==> config.mk <==
export PLATFORM = sky130hd
export DESIGN_NAME = dgc_config
export DESIGN_NICKNAME = d
export VERILOG_FILES = /design/src/design/dgc_pkg.sv /design/src/design/dgc_config.sv /design/src/design/dgc_step_mem.sv /design/src/design/dgc_timeout.sv
export SDC_FILE = /design/constraint.sdc
export NUM_CORES = 1
export LEC_CHECK = 0
export BUFFER_PORTS_ARGS = -buffer_cell sky130_fd_sc_hd__buf_4
export CAP_MARGIN = 20
export CORE_UTILIZATION = 45
export CTS_CLUSTER_DIAMETER = 100
export CTS_CLUSTER_SIZE = 20
export DETAILED_ROUTE_END_ITERATION = 10
export GPL_ROUTABILITY_DRIVEN = 0
export PLACE_DENSITY_LB_ADDON = 0.15
export SYNTH_ARGS = -nofsm -noshare
export SYNTH_HDL_FRONTEND = slang
export SYNTH_SLANG_ARGS = --single-unit
export TNS_END_PERCENT = 50
==> constraint.sdc <==
create_clock -name clk -period 24.4 [get_ports clk]
set_input_delay 4.88 -clock clk [delete_from_list [all_inputs] [get_ports clk]]
set_output_delay 4.88 -clock clk [all_outputs]
set_load 0.01 [all_outputs]
==> src/design/dgc_pkg.sv <==
package dgc_pkg;
    // ========================================================
    // register offsets (I/O word addresses)
    localparam logic [7:0] OFS_INDEX_MODE = 8'h00;
    localparam logic [7:0] OFS_TIMEOUT_EN = 8'h01;
    localparam logic [7:0] OFS_STEP_BASE  = 8'h10;
    localparam logic [7:0] OFS_CHAN_BASE  = 8'h40;
    // per-channel stride of the channel register windows
    localparam logic [7:0] OFS_CHAN_STRIDE = 8'h08;
    // control and index slots inside a channel window
    localparam logic [2:0] SLOT_CTRL      = 3'h0;
    localparam logic [2:0] SLOT_SRC_ELEM  = 3'h1;
    localparam logic [2:0] SLOT_SRC_FRAME = 3'h2;
    localparam logic [2:0] SLOT_DST_ELEM  = 3'h3;
    localparam logic [2:0] SLOT_DST_FRAME = 3'h4;

    // ========================================================
    // field positions
    localparam int IDX_MODE_BIT   = 0;
    localparam int TO_SINGLE_BIT  = 0;
    localparam int TO_DUAL_BIT    = 1;
    localparam int CC_DST_MODE_HI = 15;
    localparam int CC_DST_MODE_LO = 14;
    localparam int CC_SRC_MODE_HI = 13;
    localparam int CC_SRC_MODE_LO = 12;
    localparam int CC_END_PROG    = 11;
    localparam int CC_RSVD        = 10;
    localparam int CC_REPEAT      = 9;
    localparam int CC_AUTO_RELOAD = 8;
    localparam int CC_ENABLE      = 7;
    localparam int CC_PRIORITY    = 6;
    localparam int CC_FRAME_SYNC  = 5;
    localparam int CC_EVENT_HI    = 4;
    localparam int CC_EVENT_LO    = 0;

    // ========================================================
    // reset values, masks and the constant address mode code
    localparam logic [15:0] RST_WORD      = 16'h0000;
    localparam logic [15:0] MASK_IDX_MODE = 16'h0001;
    localparam logic [15:0] MASK_TIMEOUT  = 16'h0003;
    localparam logic [1:0]  AMODE_CONST   = 2'h0;

    // ========================================================
    // time-out limit
    localparam int TIMEOUT_NS     = 1000;
    localparam int CLK_PERIOD_NS  = 10;
    localparam int TIMEOUT_CYCLES = TIMEOUT_NS / CLK_PERIOD_NS;

    typedef enum logic [1:0] {
        TO_IDLE  = 2'b00,
        TO_COUNT = 2'b01,
        TO_ERR   = 2'b10
    } dgc_to_state_t;
endpackage

==> src/design/dgc_config.sv <==
`timescale 1ns/1ps
module dgc_config #(
    parameter int NCH   = 6,
    parameter int LIMIT = dgc_pkg::TIMEOUT_CYCLES
) (
    // clock and reset
    input  wire logic              clk,
    input  wire logic              rst,
    // I/O-space register access
    input  wire logic              io_wr,
    input  wire logic              io_rd,
    input  wire logic [7:0]        io_addr,
    input  wire logic [15:0]       io_wdata,
    output logic      [15:0]       io_rdata,
    output logic                   io_rvalid,
    // index lookup from the transfer engine
    input  wire logic [2:0]        idx_chan,
    output logic      [15:0]       src_elem_idx,
    output logic      [15:0]       src_frame_idx,
    output logic      [15:0]       dst_elem_idx,
    output logic      [15:0]       dst_frame_idx,
    // per-channel configuration
    output logic      [NCH-1:0]    ch_enable,
    output logic      [NCH-1:0]    ch_priority,
    output logic      [NCH-1:0]    ch_frame_sync,
    output logic      [NCH-1:0]    ch_auto_reload,
    output logic      [NCH-1:0]    ch_repeat,
    output logic      [NCH-1:0]    ch_end_prog,
    output logic      [NCH-1:0]    ch_dst_const,
    output logic      [NCH*2-1:0]  ch_src_mode,
    output logic      [NCH*2-1:0]  ch_dst_mode,
    output logic      [NCH*5-1:0]  ch_sync_event,
    // RAM port request waits and time-out errors
    input  wire logic              dual_ram_wait,
    input  wire logic              single_ram_wait,
    output logic                   dual_ram_timeout_err,
    output logic                   single_ram_timeout_err
);
    // ========================================================
    // state
    typedef struct packed {
        logic                  dest_index_source_select;
        logic                  dual_ram_timeout_en;
        logic                  single_ram_timeout_en;
        logic [NCH-1:0][15:0]  channel_control;
        logic [15:0]           rdata;
        logic                  rvalid;
        logic                  rd_mem;
        logic [1:0]            lk_phase;
        logic [1:0]            lk_phase_d1;
        logic                  lk_used;
        logic [15:0]           src_e;
        logic [15:0]           src_f;
        logic [15:0]           dst_e;
        logic [15:0]           dst_f;
    } dgc_cfg_reg_t;

    dgc_cfg_reg_t r_q;
    dgc_cfg_reg_t r_d;

    // ========================================================
    // address decode
    logic        in_chan;
    logic [7:0]  chan_off;
    logic [2:0]  chan_num;
    logic [2:0]  chan_slot;
    logic        slot_is_step;
    logic [1:0]  step_kind;

    assign in_chan      = (io_addr >= dgc_pkg::OFS_CHAN_BASE);
    assign chan_off     = io_addr - dgc_pkg::OFS_CHAN_BASE;
    assign chan_num     = chan_off[5:3];
    assign chan_slot    = chan_off[2:0];
    assign slot_is_step = (chan_slot >= dgc_pkg::SLOT_SRC_ELEM) &&
                          (chan_slot <= dgc_pkg::SLOT_DST_FRAME);
    assign step_kind    = 2'(chan_slot - dgc_pkg::SLOT_SRC_ELEM);

    logic        chan_ok;
    logic        rd_step;
    assign chan_ok = in_chan && (32'(chan_num) < NCH) &&
                     (chan_off < 8'(NCH * int'(dgc_pkg::OFS_CHAN_STRIDE)));
    // an io read of an index slot borrows the memory port for one cycle
    assign rd_step = io_rd && chan_ok && slot_is_step;

    // ========================================================
    // index memory: four words per channel, address {chan, kind}
    logic        mem_we;
    logic [4:0]  mem_waddr;
    logic [4:0]  mem_raddr;
    logic [15:0] mem_rdata;
    logic [1:0]  lk_kind;

    assign mem_we    = io_wr && chan_ok && slot_is_step;
    assign mem_waddr = {chan_num, step_kind};

    // io reads of index slots get the port; otherwise cycle through the lookup words
    always_comb begin
        lk_kind = r_q.lk_phase;
        // compatibility mode reuses the source words for the destination
        if (!r_q.dest_index_source_select) begin
            lk_kind = {1'b0, r_q.lk_phase[0]};
        end
        if (rd_step) begin
            mem_raddr = {chan_num, step_kind};
        end else begin
            mem_raddr = {idx_chan, lk_kind};
        end
    end

    dgc_step_mem #(
        .AW (5),
        .DW (16)
    ) u_mem (
        .clk   (clk),
        .we    (mem_we),
        .waddr (mem_waddr),
        .wdata (io_wdata),
        .raddr (mem_raddr),
        .rdata (mem_rdata)
    );

    // ========================================================
    // next state
    always_comb begin
        r_d = r_q;
        r_d.rvalid      = io_rd;
        r_d.rd_mem      = rd_step;
        // lookup walk pauses while an io read holds the memory port
        r_d.lk_phase_d1 = r_q.lk_phase;
        r_d.lk_used     = !rd_step;
        if (!rd_step) begin
            r_d.lk_phase = r_q.lk_phase + 2'h1;
        end
        if (io_wr) begin
            if (io_addr == dgc_pkg::OFS_INDEX_MODE) begin
                r_d.dest_index_source_select =
                    io_wdata[dgc_pkg::IDX_MODE_BIT];
            end
            if (io_addr == dgc_pkg::OFS_TIMEOUT_EN) begin
                r_d.dual_ram_timeout_en   = io_wdata[dgc_pkg::TO_DUAL_BIT];
                r_d.single_ram_timeout_en = io_wdata[dgc_pkg::TO_SINGLE_BIT];
            end
            if (chan_ok && chan_slot == dgc_pkg::SLOT_CTRL) begin
                // bit 10 stored as written; software keeps it zero
                r_d.channel_control[chan_num] = io_wdata;
            end
        end
        r_d.rdata = dgc_pkg::RST_WORD;
        if (io_rd) begin
            if (io_addr == dgc_pkg::OFS_INDEX_MODE) begin
                r_d.rdata = {15'h0000, r_q.dest_index_source_select} &
                            dgc_pkg::MASK_IDX_MODE;
            end else if (io_addr == dgc_pkg::OFS_TIMEOUT_EN) begin
                r_d.rdata = {14'h0000, r_q.dual_ram_timeout_en,
                             r_q.single_ram_timeout_en} & dgc_pkg::MASK_TIMEOUT;
            end else if (chan_ok && chan_slot == dgc_pkg::SLOT_CTRL) begin
                r_d.rdata = r_q.channel_control[chan_num];
            end
        end
        // collect the lookup word fetched last cycle
        if (r_q.lk_used) begin
            case (r_q.lk_phase_d1)
                2'h0: r_d.src_e = mem_rdata;
                2'h1: r_d.src_f = mem_rdata;
                2'h2: r_d.dst_e = mem_rdata;
                2'h3: r_d.dst_f = mem_rdata;
                default: r_d.src_e = mem_rdata;
            endcase
        end
    end

    always_ff @(posedge clk or posedge rst) begin
        if (rst) begin
            r_q <= '0;
        end else begin
            r_q <= r_d;
        end
    end

    // ========================================================
    // outputs
    assign io_rdata      = r_q.rd_mem ? mem_rdata : r_q.rdata;
    assign io_rvalid     = r_q.rvalid;
    assign src_elem_idx  = r_q.src_e;
    assign src_frame_idx = r_q.src_f;
    assign dst_elem_idx  = r_q.dst_e;
    assign dst_frame_idx = r_q.dst_f;

    genvar g;
    generate
        for (g = 0; g < NCH; g++) begin : g_ch
            logic [15:0] cc;
            assign cc = r_q.channel_control[g];
            assign ch_dst_mode[2*g +: 2]   = cc[dgc_pkg::CC_DST_MODE_HI:
                                               dgc_pkg::CC_DST_MODE_LO];
            assign ch_src_mode[2*g +: 2]   = cc[dgc_pkg::CC_SRC_MODE_HI:
                                               dgc_pkg::CC_SRC_MODE_LO];
            assign ch_dst_const[g]         = (cc[dgc_pkg::CC_DST_MODE_HI:
                                               dgc_pkg::CC_DST_MODE_LO]
                                              == dgc_pkg::AMODE_CONST);
            assign ch_end_prog[g]          = cc[dgc_pkg::CC_END_PROG];
            assign ch_repeat[g]            = cc[dgc_pkg::CC_REPEAT];
            assign ch_auto_reload[g]       = cc[dgc_pkg::CC_AUTO_RELOAD];
            assign ch_enable[g]            = cc[dgc_pkg::CC_ENABLE];
            assign ch_priority[g]          = cc[dgc_pkg::CC_PRIORITY];
            assign ch_frame_sync[g]        = cc[dgc_pkg::CC_FRAME_SYNC];
            assign ch_sync_event[5*g +: 5] = cc[dgc_pkg::CC_EVENT_HI:
                                               dgc_pkg::CC_EVENT_LO];
        end
    endgenerate

    // ========================================================
    // time-out watches; request waits come from the engine on this same clock
    dgc_timeout #(
        .LIMIT (LIMIT)
    ) u_dual_to (
        .clk      (clk),
        .rst      (rst),
        .enable   (r_q.dual_ram_timeout_en),
        .req_wait (dual_ram_wait),
        .err      (dual_ram_timeout_err)
    );

    dgc_timeout #(
        .LIMIT (LIMIT)
    ) u_single_to (
        .clk      (clk),
        .rst      (rst),
        .enable   (r_q.single_ram_timeout_en),
        .req_wait (single_ram_wait),
        .err      (single_ram_timeout_err)
    );
endmodule

==> src/design/dgc_step_mem.sv <==
`timescale 1ns/1ps
// small register-file memory for the per-channel index words
module dgc_step_mem #(
    parameter int AW = 5,
    parameter int DW = 16
) (
    // clock
    input  wire logic          clk,
    // write port
    input  wire logic          we,
    input  wire logic [AW-1:0] waddr,
    input  wire logic [DW-1:0] wdata,
    // read port, registered
    input  wire logic [AW-1:0] raddr,
    output logic      [DW-1:0] rdata
);
    logic [DW-1:0] mem [2**AW];

    // no reset: software must load indexes before enabling a channel
    always_ff @(posedge clk) begin
        if (we) begin
            mem[waddr] <= wdata;
        end
        rdata <= mem[raddr];
    end
endmodule

==> src/design/dgc_timeout.sv <==
`timescale 1ns/1ps
// one RAM port's request time-out watch
module dgc_timeout #(
    parameter int LIMIT = dgc_pkg::TIMEOUT_CYCLES
) (
    // clock and reset
    input  wire logic clk,
    input  wire logic rst,
    // control
    input  wire logic enable,
    input  wire logic req_wait,
    // result
    output logic      err
);
    typedef struct packed {
        dgc_pkg::dgc_to_state_t st;
        logic [15:0]            cnt;
        logic                   err;
    } dgc_to_reg_t;

    dgc_to_reg_t r_q;
    dgc_to_reg_t r_d;

    always_comb begin
        r_d = r_q;
        r_d.err = 1'b0;
        case (r_q.st)
            dgc_pkg::TO_IDLE: begin
                r_d.cnt = 16'h0000;
                if (enable && req_wait) begin
                    r_d.st = dgc_pkg::TO_COUNT;
                end
            end
            dgc_pkg::TO_COUNT: begin
                if (!enable || !req_wait) begin
                    r_d.st = dgc_pkg::TO_IDLE;
                end else if (r_q.cnt >= 16'(LIMIT - 1)) begin
                    r_d.st  = dgc_pkg::TO_ERR;
                    r_d.err = 1'b1;
                end else begin
                    r_d.cnt = r_q.cnt + 16'h0001;
                end
            end
            dgc_pkg::TO_ERR: begin
                // one error per waiting request
                if (!req_wait || !enable) begin
                    r_d.st = dgc_pkg::TO_IDLE;
                end
            end
            default: r_d.st = dgc_pkg::TO_IDLE;
        endcase
    end

    always_ff @(posedge clk or posedge rst) begin
        if (rst) begin
            r_q <= '{st: dgc_pkg::TO_IDLE, cnt: 16'h0000, err: 1'b0};
        end else begin
            r_q <= r_d;
        end
    end

    assign err = r_q.err;
endmodule

==> results by group, run 1 <==
Clocking
  – # H-tree levels: 2
  – Total CTS buffers: 43
  – CTS max path bufs: 3
  – Post-CTS Hold Fix Bufs: 0
  – Clk_lat worst skew: 0.62 ns
  – CTS Sinks: 752
  – Clk root buf: clkbuf_16
  – CTS tree: done
  – # resized after CTS: 0
  – Clk pin slew, worst setup/hold paths: 0.08 ns
  – Post CTS Setup Buffer Count: 0

Critical path
  – Crit-path leading delay family: buffers and inverters
  – Nature of the critical path startpoint: primary input
  – Critical Path AT: 10.42 ns
  – Crit-path cells: buf_4, inv_1, ha_1, nor2b_1, or4_4, buf_4, buf_4, inv_6, a21boi_4, buf_12, mux2_2, o2111ai_1, nor4_1
  – Worst Setup End Kind: register
  – Worst path max stage delay: 0.62 ns
  – Crit path top cell by count: buf_4
  – Crit Path Class: primary input to register
  – Flop2flop setup slack: 20.20 ns
  – Crit path buffers/inverters: 6
  – Critical Path Start: io_addr[0]
  – Origin of the critical flop-to-flop path: r_d[66]
  – Critical path's slowest cell: buf_4
  – CP required: 24.87 ns
  – Crit-path max FO: 192

Timing
  – Actual slew at the worst max-slew pin: 1.142 ns
  – Fin. max-slew vios: 0
  – Hold slack: 0.4766 ns
  – Setup TNS: 0 ns
  – RSZ-0062 raised after global routing: no
  – Final hold vios: 0
  – Part of the cycle the worst path needs: 40.77%
  – Clk_skew: 0.03312 ns
  – Max-Slew Margin vs Limit: 23.63%
  – # setup viols final: 0
  – PnR worst setup slack: 14.45 ns
  – Min cycle time layout: 9.949 ns
  – Fmax: 100.5 MHz

Placement
  – HPWL after detailed placement: 57430 um
  – Pre-CTS WS: 13.99 ns
  – IO Port Bufs: 211
  – Placed cell areas: 0.03424 mm2

Pwr
  – Pwr/cell area: 81.02 mW/mm2
  – Static leakage: 13.44 nW
  – Max VDD drop: 0.06465 mV

Global routing
  – Vias in the first global route: 19790
  – Tot GR Track Use: 24.84%
  – Pin count of the biggest net entering global routing: 193
  – Grt total ovfl: 0
  – Initial antenna violation count: 3
  – First-pass GRT wire length: 134900 um

Synthesis
  – Area contributors post-synth: edfxtp_1 47%, dfrtp_1 17%, mux2_2 8.7%
  – Mapped Area: 0.03242 mm2
  – Synth async-reset ratio: 29.79%
  – Synth unique cells: 56
  – Ys Warns: 0
  – Post-synth top flop: edfxtp_1
  – Synth area leader: edfxtp_1
  – Cells after Synth: 2309
  – Post-synth EDFFs: 512
  – Seq cells post-synth: 752
  – Post-Syn Area per Cell: 14.04 um2
  – Share of the yosys chip area belonging to registers: 65.70%
  – Share of the synthesized area in the top cell type: 47.42%

Final layout
  – Multi-input logic area: 0.009164 mm2
  – NumNets Final: 2473
  – Layout filler cell count: 6270
  – FF+latch area: 0.02130 mm2
  – Cell area after layout: 0.03554 mm2
  – Layout cell share with drive strength beyond 1: 23.83%
  – Utilization after layout: 49.81%
  – Synth-to-layout area growth: 9.624%

Detailed routing
  – Number of DRC markers in iteration 0: 2046
  – Post-DR wirelength/cell: 27.02 um
  – Vias per Instance: 5.927
  – Vias post-DR: 20240
  – Total iterations of the first detailed-routing run: 5
  – Routed wire length: 92260 um
  – ANT nets after route: 0
  – # DRC: 0

Hold path
  – HP Start: r_d[66]
  – Hold Crit Class: register to register

Floorplan
  – I/O pin count: 212
  – Initial Util: 45.43%
  – Die Width: 270.4 um
  – Die Ht: 270.4 um
  – Core area: 0.07136 mm2
  – Die Footprint: 0.07313 mm2
  – Rows: 98

Run status
  – Status: finished, final reports clean

Flow run
  – Max-cap viol count: 0
## sequential cells by signal (all words and copies together), names as in the netlist
name,count
src_frame_idx,16
u_dual_to.err,1
u_mem.mem,512
io_rvalid,1
u_mem.rdata,16
dst_frame_idx,16
u_single_to.r_q,18
u_single_to.err,1
r_d,2
r_q,23
src_elem_idx,16
dst_elem_idx,16
u_dual_to.r_q,18
g_ch.cc,96
## worst paths after layout
path                                  end  depth (start not counted)
hold reg to reg                   r_q[66]                          0
setup / recovery           u_mem.rdata[0]                         13
min in group asynchronous   g_ch[5].cc[4]                          2
setup reg to reg           u_mem.rdata[6]                          9
max in group asynchronous   u_dual_to.err                          4
hold / removal                    r_q[66]                          0
## area by class of cell
class | count | area share [%]
Sequential cell | 752 | 59.93
Multi-Input combinational cell | 1210 | 25.78
Timing Repair Buffer | 264 | 5.696
Tap cell | 950 | 3.344
Clock buffer | 72 | 3.394
Inverter | 162 | 1.746
Antenna cell | 2 | 0.01408
Clock inverter | 3 | 0.09505
## cells in the mapped netlist (3+ instances only)
library cell	number
dfrtp_1	224
mux2_2	251
o22ai_1	11
o211ai_1	179
nor2b_1	9
a31oi_1	7
buf_4	157
a22oi_1	7
edfxtp_1	512
nand3b_1	5
nor2_1	87
dfxtp_1	16
or3_1	6
o21ai_0	4
o2111ai_1	200
and2_1	4
nand4_1	3
nand3_1	8
xor2_1	6
inv_1	161
a21oi_1	55
ha_1	7
buf_6	14
buf_2	24
buf_1	18
nor3_1	44
nor4b_1	3
or2_2	5
o221ai_1	10
nor4_1	60
and3_1	7
xnor2_1	4
nand2_1	42
clkbuf_1	99
mux2i_1	27
nand2b_1	4
## layout by cell type, fill, tap and decap left out, drive strengths merged, types with 6 or more instances in the layout
master     n
buf      263
a22oi      7
xor2       6
edfxtp   512
ha         7
mux2     251
dfrtp    224
dfxtp     16
nor4      60
o2111ai  200
conb     128
nand3      8
o211ai   179
and3       7
or3        6
nor3      44
nand2     43
o22ai     11
inv      164
nor2      87
o221ai    10
a31oi      7
clkbuf    73
a21oi     55
mux2i     29
nor2b      9
## kinds of logic (layout without fill, tap and decap cells)
group	Yosys count	count (layout)	share of synthesized area, %
buffers and inverters	474	501	7.737
AOI/OAI and AO/OA	492	492	11.81
other	1	130	0.01157
xor gates and xnor gates	10	10	0.2701
muxes	281	281	9.706
DFF	752	752	65.70
adders and majority gates	7	7	0.2701
and+or+nand+nor	292	292	4.500
## power breakdown
group          total, mW  leakage, nW  switching [mW]  internal (mW)
Combinational      0.583         5.09           0.342          0.241
Clock              0.756        0.591           0.415          0.341
Sequential          1.54         7.77          0.0799           1.46
## metrics by stage
step	instances	total power, mW
final	3415	2.880
after global routing	3414	2.984
after CTS	3409	2.900
after detailed placement	3334	2.154
after global placement	3331	2.142
after floorplan	2436	1.973
## metal layers
layer | vias to the layer above | share of wire [%] | global-route usage [%]
met3 | 143 | 6.0 | 3.467
li1 | 8849 | - | -
met5 | - | 0.013 | 0
met1 | 10510 | 43 | 34.59
met4 | 2 | 3.7 | 9.352
met2 | 732 | 47 | 39.57
Note: power is estimated with default switching activity, not from simulation.
==> run 2: changes to the inputs <==
Settings changed: ABC_AREA set to 1.
Clock period 24.4 ns to 9.6 ns, I/O delays scaled along.
==> results by group, run 2 <==
Final layout
  – Largest register FFs: 512 (unchanged)
  – Cell area after layout: 0.03633 mm2 (+2.2%)
  – Layout cell share with drive strength beyond 1: 9.248% (-15 points)
  – Final std cells w/o fill: 4487 (+31%)
  – NumNets Final: 3531 (+43%)
  – Biggest register: u_mem.mem
  – Synth-to-layout area growth: 8.834%
  – Commonest non-fill, non-tap cell in the layout: nand2_1
  – Commonest cells after routing, fill and taps aside: 702 x nand2_1, 613 x inv_1, 584 x nand3_1, 512 x edfxtp_1, 252 x buf_4

Synthesis
  – Synth area leader: edfxtp_1
  – Ys Warns: 0 (unchanged)
  – Share of the synthesized area in the top cell type: 46.06% (-1.4 points)
  – Post-synth EDFFs: 512 (unchanged)
  – Most frequent cell after synthesis: nand2_1
  – Synth top cells by count: 704 x nand2_1, 615 x inv_1, 584 x nand3_1
  – Share of the yosys chip area belonging to registers: 63.81% (-1.9 points)
  – Cells after Synth: 3387 (+47%)
  – Post-Syn Area per Cell: 9.856 um2 (-30%)
  – Post-synth top flop: edfxtp_1
  – Area contributors post-synth: edfxtp_1 46%, dfrtp_1 17%, nand3_1 8.8%
  – Synth unique cells: 39 (-30%)
  – Synth async-reset ratio: 29.79% (unchanged)
  – Mapped Area: 0.03338 mm2 (+3.0%)
  – Seq cells post-synth: 752 (unchanged)

Critical path
  – Crit Path Class: primary input to register
  – Critical path's slowest cell: nand2_8
  – Worst path max stage delay: 0.95 ns (+0.33 ns)
  – Crit-path leading delay family: simple AND/OR/NAND/NOR gates
  – Crit-path max FO: 160 (-17%)
  – Nature of the critical path startpoint: primary input
  – CP required: 10.09 ns (-14.78 ns)
  – Critical Path AT: 5.96 ns (-4.46 ns)
  – Crit path top cell by count: nand2_1
  – Worst Setup End Kind: register
  – Crit path buffers/inverters: 3 (-3)
  – Crit-path cells: buf_4, inv_1, ha_1, nor2_1, a21oi_2, nand2_2, nand2_4, nand2_8, buf_4, nand2_1, nand3_1, nand3_1, nand3_1, nand2_1, nand2_1, nand2_1

Detailed routing
  – Routed wire length: 87390 um (-5.3%)
  – Total iterations of the first detailed-routing run: 10 (+5)
  – Number of DRC markers in iteration 0: 2144 (+4.8%)
  – ANT nets after route: 0 (unchanged)
  – Vias per Instance: 5.032 (-15%)
  – Post-DR wirelength/cell: 19.48 um (-28%)
  – Vias post-DR: 22580 (+12%)
  – # DRC: 2 (+2)

Timing
  – # setup viols final: 0 (unchanged)
  – RSZ-0062 raised after global routing: no
  – Clk_skew: 0.02187 ns (-0.01126 ns)
  – Fin. max-slew vios: 0 (unchanged)
  – Setup TNS: 0 ns (unchanged)
  – PnR worst setup slack: 4.128 ns (-10.32 ns)
  – Min cycle time layout: 5.472 ns
  – Final hold vios: 0 (unchanged)
  – Actual slew at the worst max-slew pin: 1.117 ns (-0.02516 ns)
  – Max-Slew Margin vs Limit: 25.36% (+1.7 points)
  – Hold slack: 0.4777 ns (+0.001020 ns)
  – Part of the cycle the worst path needs: 57.00%
  – Fmax: 182.7 MHz

Pwr
  – Clock Power Share: 26.5% (+0.2 points)
  – Static leakage: 16.49 nW (+23%)
  – Max VDD drop: 0.1374 mV (+110%)
  – P_int: 5.088 mW (+150%)
  – Switching share of power: 30.50% (+1.4 points)
  – Switching power: 2.233 mW (+170%)
  – Flop pwr share: 51.9% (-1.6 points)
  – Pwr/cell area: 201.5 mW/mm2 (+150%)
  – Gate power share: 21.6% (+1.3 points)

Clocking
  – CTS max path bufs: 3 (unchanged)
  – Clk pin slew, worst setup/hold paths: 0.08 ns (about the same)
  – Post CTS Setup Buffer Count: 0 (unchanged)
  – # resized after CTS: 0 (unchanged)
  – Clk_lat worst skew: 0.61 ns (about the same)
  – Clk root buf: clkbuf_16
  – Post-CTS Hold Fix Bufs: 0 (unchanged)
  – # H-tree levels: 2 (unchanged)
  – CTS tree: done
  – CTS Sinks: 752 (unchanged)
  – Total CTS buffers: 43 (unchanged)

Placement
  – HPWL after detailed placement: 52800 um (-8.1%)
  – Pre-CTS WS: 3.547 ns (-10.45 ns)
  – Dpl cells: 4402 (+32%)
  – IO Port Bufs: 211 (unchanged)
  – Placed cell areas: 0.03501 mm2 (+2.2%)

Global routing
  – Grt total ovfl: 0 (unchanged)
  – Pin count of the biggest net entering global routing: 161 (-17%)
  – Initial antenna violation count: 2 (-1)
  – Tot GR Track Use: 23.27% (-1.6 points)
  – Vias in the first global route: 21380 (+8.1%)
  – First-pass GRT wire length: 131900 um (-2.2%)

Run status
  – Status: finished with violations
  – Failing checks: DRC

Floorplan
  – I/O pin count: 212 (unchanged)
  – Die Footprint: 0.07528 mm2 (+2.9%)
  – Die Ht: 274.4 um (+1.5%)
  – Rows: 99 (+1.0%)
  – Die Width: 274.4 um (+1.5%)
  – Initial Util: 45.60% (+0.17 points)
  – Core area: 0.07321 mm2 (+2.6%)

Hold path
  – Hold Crit Class: register to register

Flow run
  – Max-cap viol count: 0 (unchanged)
-- run 2: final cells by class --
type / instances / area, um2
fill: 6838 / 36870
tap: 959 / 1200
inverter: 617 / 2325
sequential: 752 / 21300
clock buffer: 77 / 1246
timing repair buffer: 255 / 1949
multi-input combinational: 1822 / 8292
antenna: 3 / 7.507
clock inverter: 2 / 12.51
-- run 2: cells by family (layout without fill, tap and decap cells) --
kind of cell / count (synthesis) / count (layout) / synth area share, %
and+or+nand+nor: 1417 / 1417 / 18.38
xor gates and xnor gates: 1 / 1 / 0.02624
adders and majority gates: 7 / 7 / 0.2623
DFF: 752 / 752 / 63.81
AOI/OAI and AO/OA: 269 / 269 / 4.505
other: 1 / 131 / 0.01123
buffers and inverters: 940 / 951 / 13.01
-- run 2: worst reg2reg max path, stage by stage (launching register included) --
cell and delay (ns):
dfrtp_1 0.43, inv_1 0.12, nand2_4 0.39, nand2_8 0.98, buf_4 0.78, nand2_1 0.23
nand3_1 0.13, nand3_1 0.09, nand3_1 0.13, nand2_1 0.07, nand2_1 0.06, nand2_1 0.07
-- run 2: per-layer routing --
layer  part of all wire [%]  up-vias  routed length, um  global-route usage (%)
met3                    5.2      135               4540                   2.653
met4                    3.2        0               2792                   7.968
met5                      0        -                  0                       0
met1                     44    10920              38560                   32.87
li1                       -    10880                  -                       -
met2                     47      639              41490                   37.29
-- run 2: path summary, 6_finish.rpt --
| path | slack [ns] | to | cells after the start | startpoint |
|---|---|---|---|---|
| worst max-delay path | 4.13 | u_mem.rdata[2] | 16 | io_addr[0] |
| worst min-delay path | 0.48 | r_q[65] | 0 | r_d[65] |
| worst max register to register | 6.03 | u_mem.rdata[2] | 11 | r_d[65] |
| worst min register to register | 0.48 | r_q[65] | 0 | r_d[65] |
| max in group asynchronous | 6.81 | u_single_to.r_q[16] | 4 | rst |
| min in group asynchronous | 1.48 | r_q[74] | 2 | rst |
-- run 2: through the flow --
| step | utilization, % | total power [mW] |
|---|---|---|
| after global routing | 49.63 | 7.693 |
| after global placement | 47.82 | 5.441 |
| final | 49.63 | 7.321 |
| after floorplan | - | 5.011 |
| after CTS | 49.54 | 7.384 |
| after detailed placement | 47.82 | 5.461 |
-- run 2: power groups by stage --
stage / Combinational, mW / Sequential, mW / Clock (mW)
2_1_floorplan: 1.18 / 3.83 / 0
3_3_place_gp: 1.57 / 3.87 / 0
3_5_place_dp: 1.59 / 3.87 / 0
4_1_cts: 1.59 / 3.80 / 1.99
5_1_grt: 1.77 / 3.83 / 2.10
6_report: 1.58 / 3.80 / 1.94
==> run 3: changes to the inputs <==
Clock period 9.6 ns to 5.2 ns, I/O delays scaled along.
==> results by group, run 3 (same netlist as run 2, synthesis figures left out) <==
Critical path
  – Crit path top cell by count: nand2_1
  – Crit-path cells: buf_4, inv_1, ha_1, nor2_1, a21oi_2, nand2_2, nand2_4, nand2_8, buf_4, nand2_1, nand3_1, nand3_1, nand3_1, nand2_1, nand2_1, nand2_1
  – Nature of the critical path startpoint: primary input
  – Crit path buffers/inverters: 3 (unchanged)
  – Worst Setup End Kind: register
  – Critical Path AT: 4.18 ns (-1.78 ns)
  – Critical path's slowest cell: nand2_4
  – Crit Path Class: primary input to register
  – Crit-path leading delay family: simple AND/OR/NAND/NOR gates
  – Worst path max stage delay: 0.55 ns (-0.40 ns)
  – Crit-path max FO: 54 (-66%)
  – CP required: 5.74 ns (-4.35 ns)

Global routing
  – Vias in the first global route: 21600 (+1.1%)
  – First-pass GRT wire length: 134300 um (+1.8%)
  – Pin count of the biggest net entering global routing: 110 (-32%)
  – Tot GR Track Use: 23.61% (+0.34 points)
  – Initial antenna violation count: 2 (unchanged)
  – Grt total ovfl: 0 (unchanged)

Timing
  – PnR worst setup slack: 1.551 ns (-2.576 ns)
  – Actual slew at the worst max-slew pin: 1.045 ns (-0.07102 ns)
  – Clk_skew: 0.01402 ns (-0.007850 ns)
  – Max-Slew Margin vs Limit: 30.30% (+4.9 points)
  – RSZ-0062 raised after global routing: no
  – Fin. max-slew vios: 0 (unchanged)
  – Setup TNS: 0 ns (unchanged)
  – # setup viols final: 0 (unchanged)
  – Part of the cycle the worst path needs: 70.17%
  – Final hold vios: 0 (unchanged)
  – Fmax: 274.1 MHz
  – Min cycle time layout: 3.649 ns

Pwr
  – Switching power: 4.185 mW (+87%)
  – Switching share of power: 30.52% (about the same)
  – P_int: 9.529 mW (+87%)
  – Flop pwr share: 51.4% (-0.5 points)
  – Clock Power Share: 26.7% (+0.2 points)
  – Max VDD drop: 0.2337 mV (+70%)
  – Gate power share: 21.8% (+0.2 points)
  – Static leakage: 16.67 nW (+1.1%)
  – Tot Pwr: 13.71 mW (+87%)
  – Pwr/cell area: 374.3 mW/mm2 (+86%)

Run status
  – Failing checks: DRC
  – Status: finished with violations

Floorplan
  – Die Ht: 274.4 um (unchanged)
  – Rows: 99 (unchanged)
  – Die Width: 274.4 um (unchanged)
  – Die Footprint: 0.07528 mm2 (unchanged)
  – Initial Util: 45.60% (unchanged)
  – Core area: 0.07321 mm2 (unchanged)
  – I/O pin count: 212 (unchanged)

Clocking
  – Post-CTS Hold Fix Bufs: 0 (unchanged)
  – CTS tree: done
  – Post CTS Setup Buffer Count: 0 (unchanged)
  – Clk pin slew, worst setup/hold paths: 0.08 ns (about the same)
  – # H-tree levels: 2 (unchanged)
  – Total CTS buffers: 43 (unchanged)
  – CTS max path bufs: 3 (unchanged)
  – Clk_lat worst skew: 0.60 ns (about the same)
  – CTS Sinks: 752 (unchanged)
  – Clk root buf: clkbuf_16
  – # resized after CTS: 0 (unchanged)

Final layout
  – Largest register FFs: 512 (unchanged)
  – Layout cell share with drive strength beyond 1: 9.738% (+0.49 points)
  – Commonest non-fill, non-tap cell in the layout: nand2_1
  – NumNets Final: 3553 (+0.62%)
  – Utilization after layout: 50.05% (+0.42 points)
  – Commonest cells after routing, fill and taps aside: 702 x nand2_1, 614 x inv_1, 584 x nand3_1, 512 x edfxtp_1, 263 x buf_4
  – Final std cells w/o fill: 4502 (+0.33%)
  – Biggest register: u_mem.mem
  – # diodes: 0 (-3)
  – Synth-to-layout area growth: 9.760%

Detailed routing
  – Vias per Instance: 5.047 (+0.30%)
  – Post-DR wirelength/cell: 19.56 um (+0.44%)
  – Vias post-DR: 22720 (+0.64%)
  – ANT nets after route: 0 (unchanged)
  – # DRC: 3 (+1)
  – Routed wire length: 88070 um (+0.78%)
  – Total iterations of the first detailed-routing run: 11 (+1)
  – Number of DRC markers in iteration 0: 2182 (+1.8%)

Flow run
  – Max-cap viol count: 0 (unchanged)

Placement
  – IO Port Bufs: 211 (unchanged)
  – Pre-CTS WS: 0.9860 ns (-2.561 ns)
  – HPWL after detailed placement: 54610 um (+3.4%)
  – Dpl cells: 4422 (+0.45%)

Hold path
  – Hold Crit Class: register to register
[run 3: cell count changes in the layout (fill, tap and decap cells not counted), sizes merged]
cell          previous run  this run
buf                    255       276
bufinv                   0         2
clkbuf                  77        73
clkinv                   2         1
diode                    3         0
dlymetal6s2s             0         1
inv                    616       615
[run 3: worst paths after layout]
kind                       slack [ns]  depth (start not counted)          endpoint       startpoint
max in group asynchronous        3.57                          3  u_dual_to.r_q[8]              rst
hold / removal                   0.49                          2   dst_elem_idx[6]  dst_elem_idx[6]
hold reg to reg                  0.49                          2   dst_elem_idx[6]  dst_elem_idx[6]
min in group asynchronous        0.58                          2     g_ch[4].cc[4]              rst
setup reg to reg                 2.47                         11   u_mem.rdata[10]          r_d[65]
setup / recovery                 1.55                         16   u_mem.rdata[10]       io_addr[0]
[run 3: power by group through the flow]
stage | clock network [mW] | logic, mW | registers (mW)
final | 3.67 | 2.99 | 7.05
after floorplan | 0 | 2.18 | 7.08
after global routing | 3.94 | 3.34 | 7.10
after CTS | 3.75 | 3.01 | 7.06
after global placement | 0 | 2.98 | 7.19
after detailed placement | 0 | 3.01 | 7.19
[run 3: cell type report]
class                           count  area, um2
Clock buffer                       73       1231
Fill cell                        6747      36570
Inverter                          617       2321
Multi-Input combinational cell   1822       8289
Sequential cell                   752      21300
Tap cell                          959       1200
Timing Repair Buffer              277       2240
Clock inverter                      2      60.06
[run 3: tightest hold or removal path, cell delays in order (launching register included)]
cell and delay, ns:
dfrtp_1 0.35, nand2_1 0.05, o21ai_0 0.05
[run 3: metal layers]
| metal | wire [um] | track usage, % | vias to the layer above |
|---|---|---|---|
| met1 | 39880 | 33.69 | 11110 |
| met4 | 2123 | 6.564 | 0 |
| met2 | 42140 | 38.34 | 572 |
| met5 | 0 | 0 | - |
| met3 | 3927 | 2.435 | 115 |
| li1 | - | - | 10920 |
[run 3: through the flow]
stage | cell area (um2) | hold slack (ns)
CTS | 36560 | 0.4950
detailed placement | 35270 | 0.4742
floorplan | 33860 | 0.3744
global placement | 35270 | 0.4672
global route | 36640 | 0.5086
finish | 36640 | 0.4861
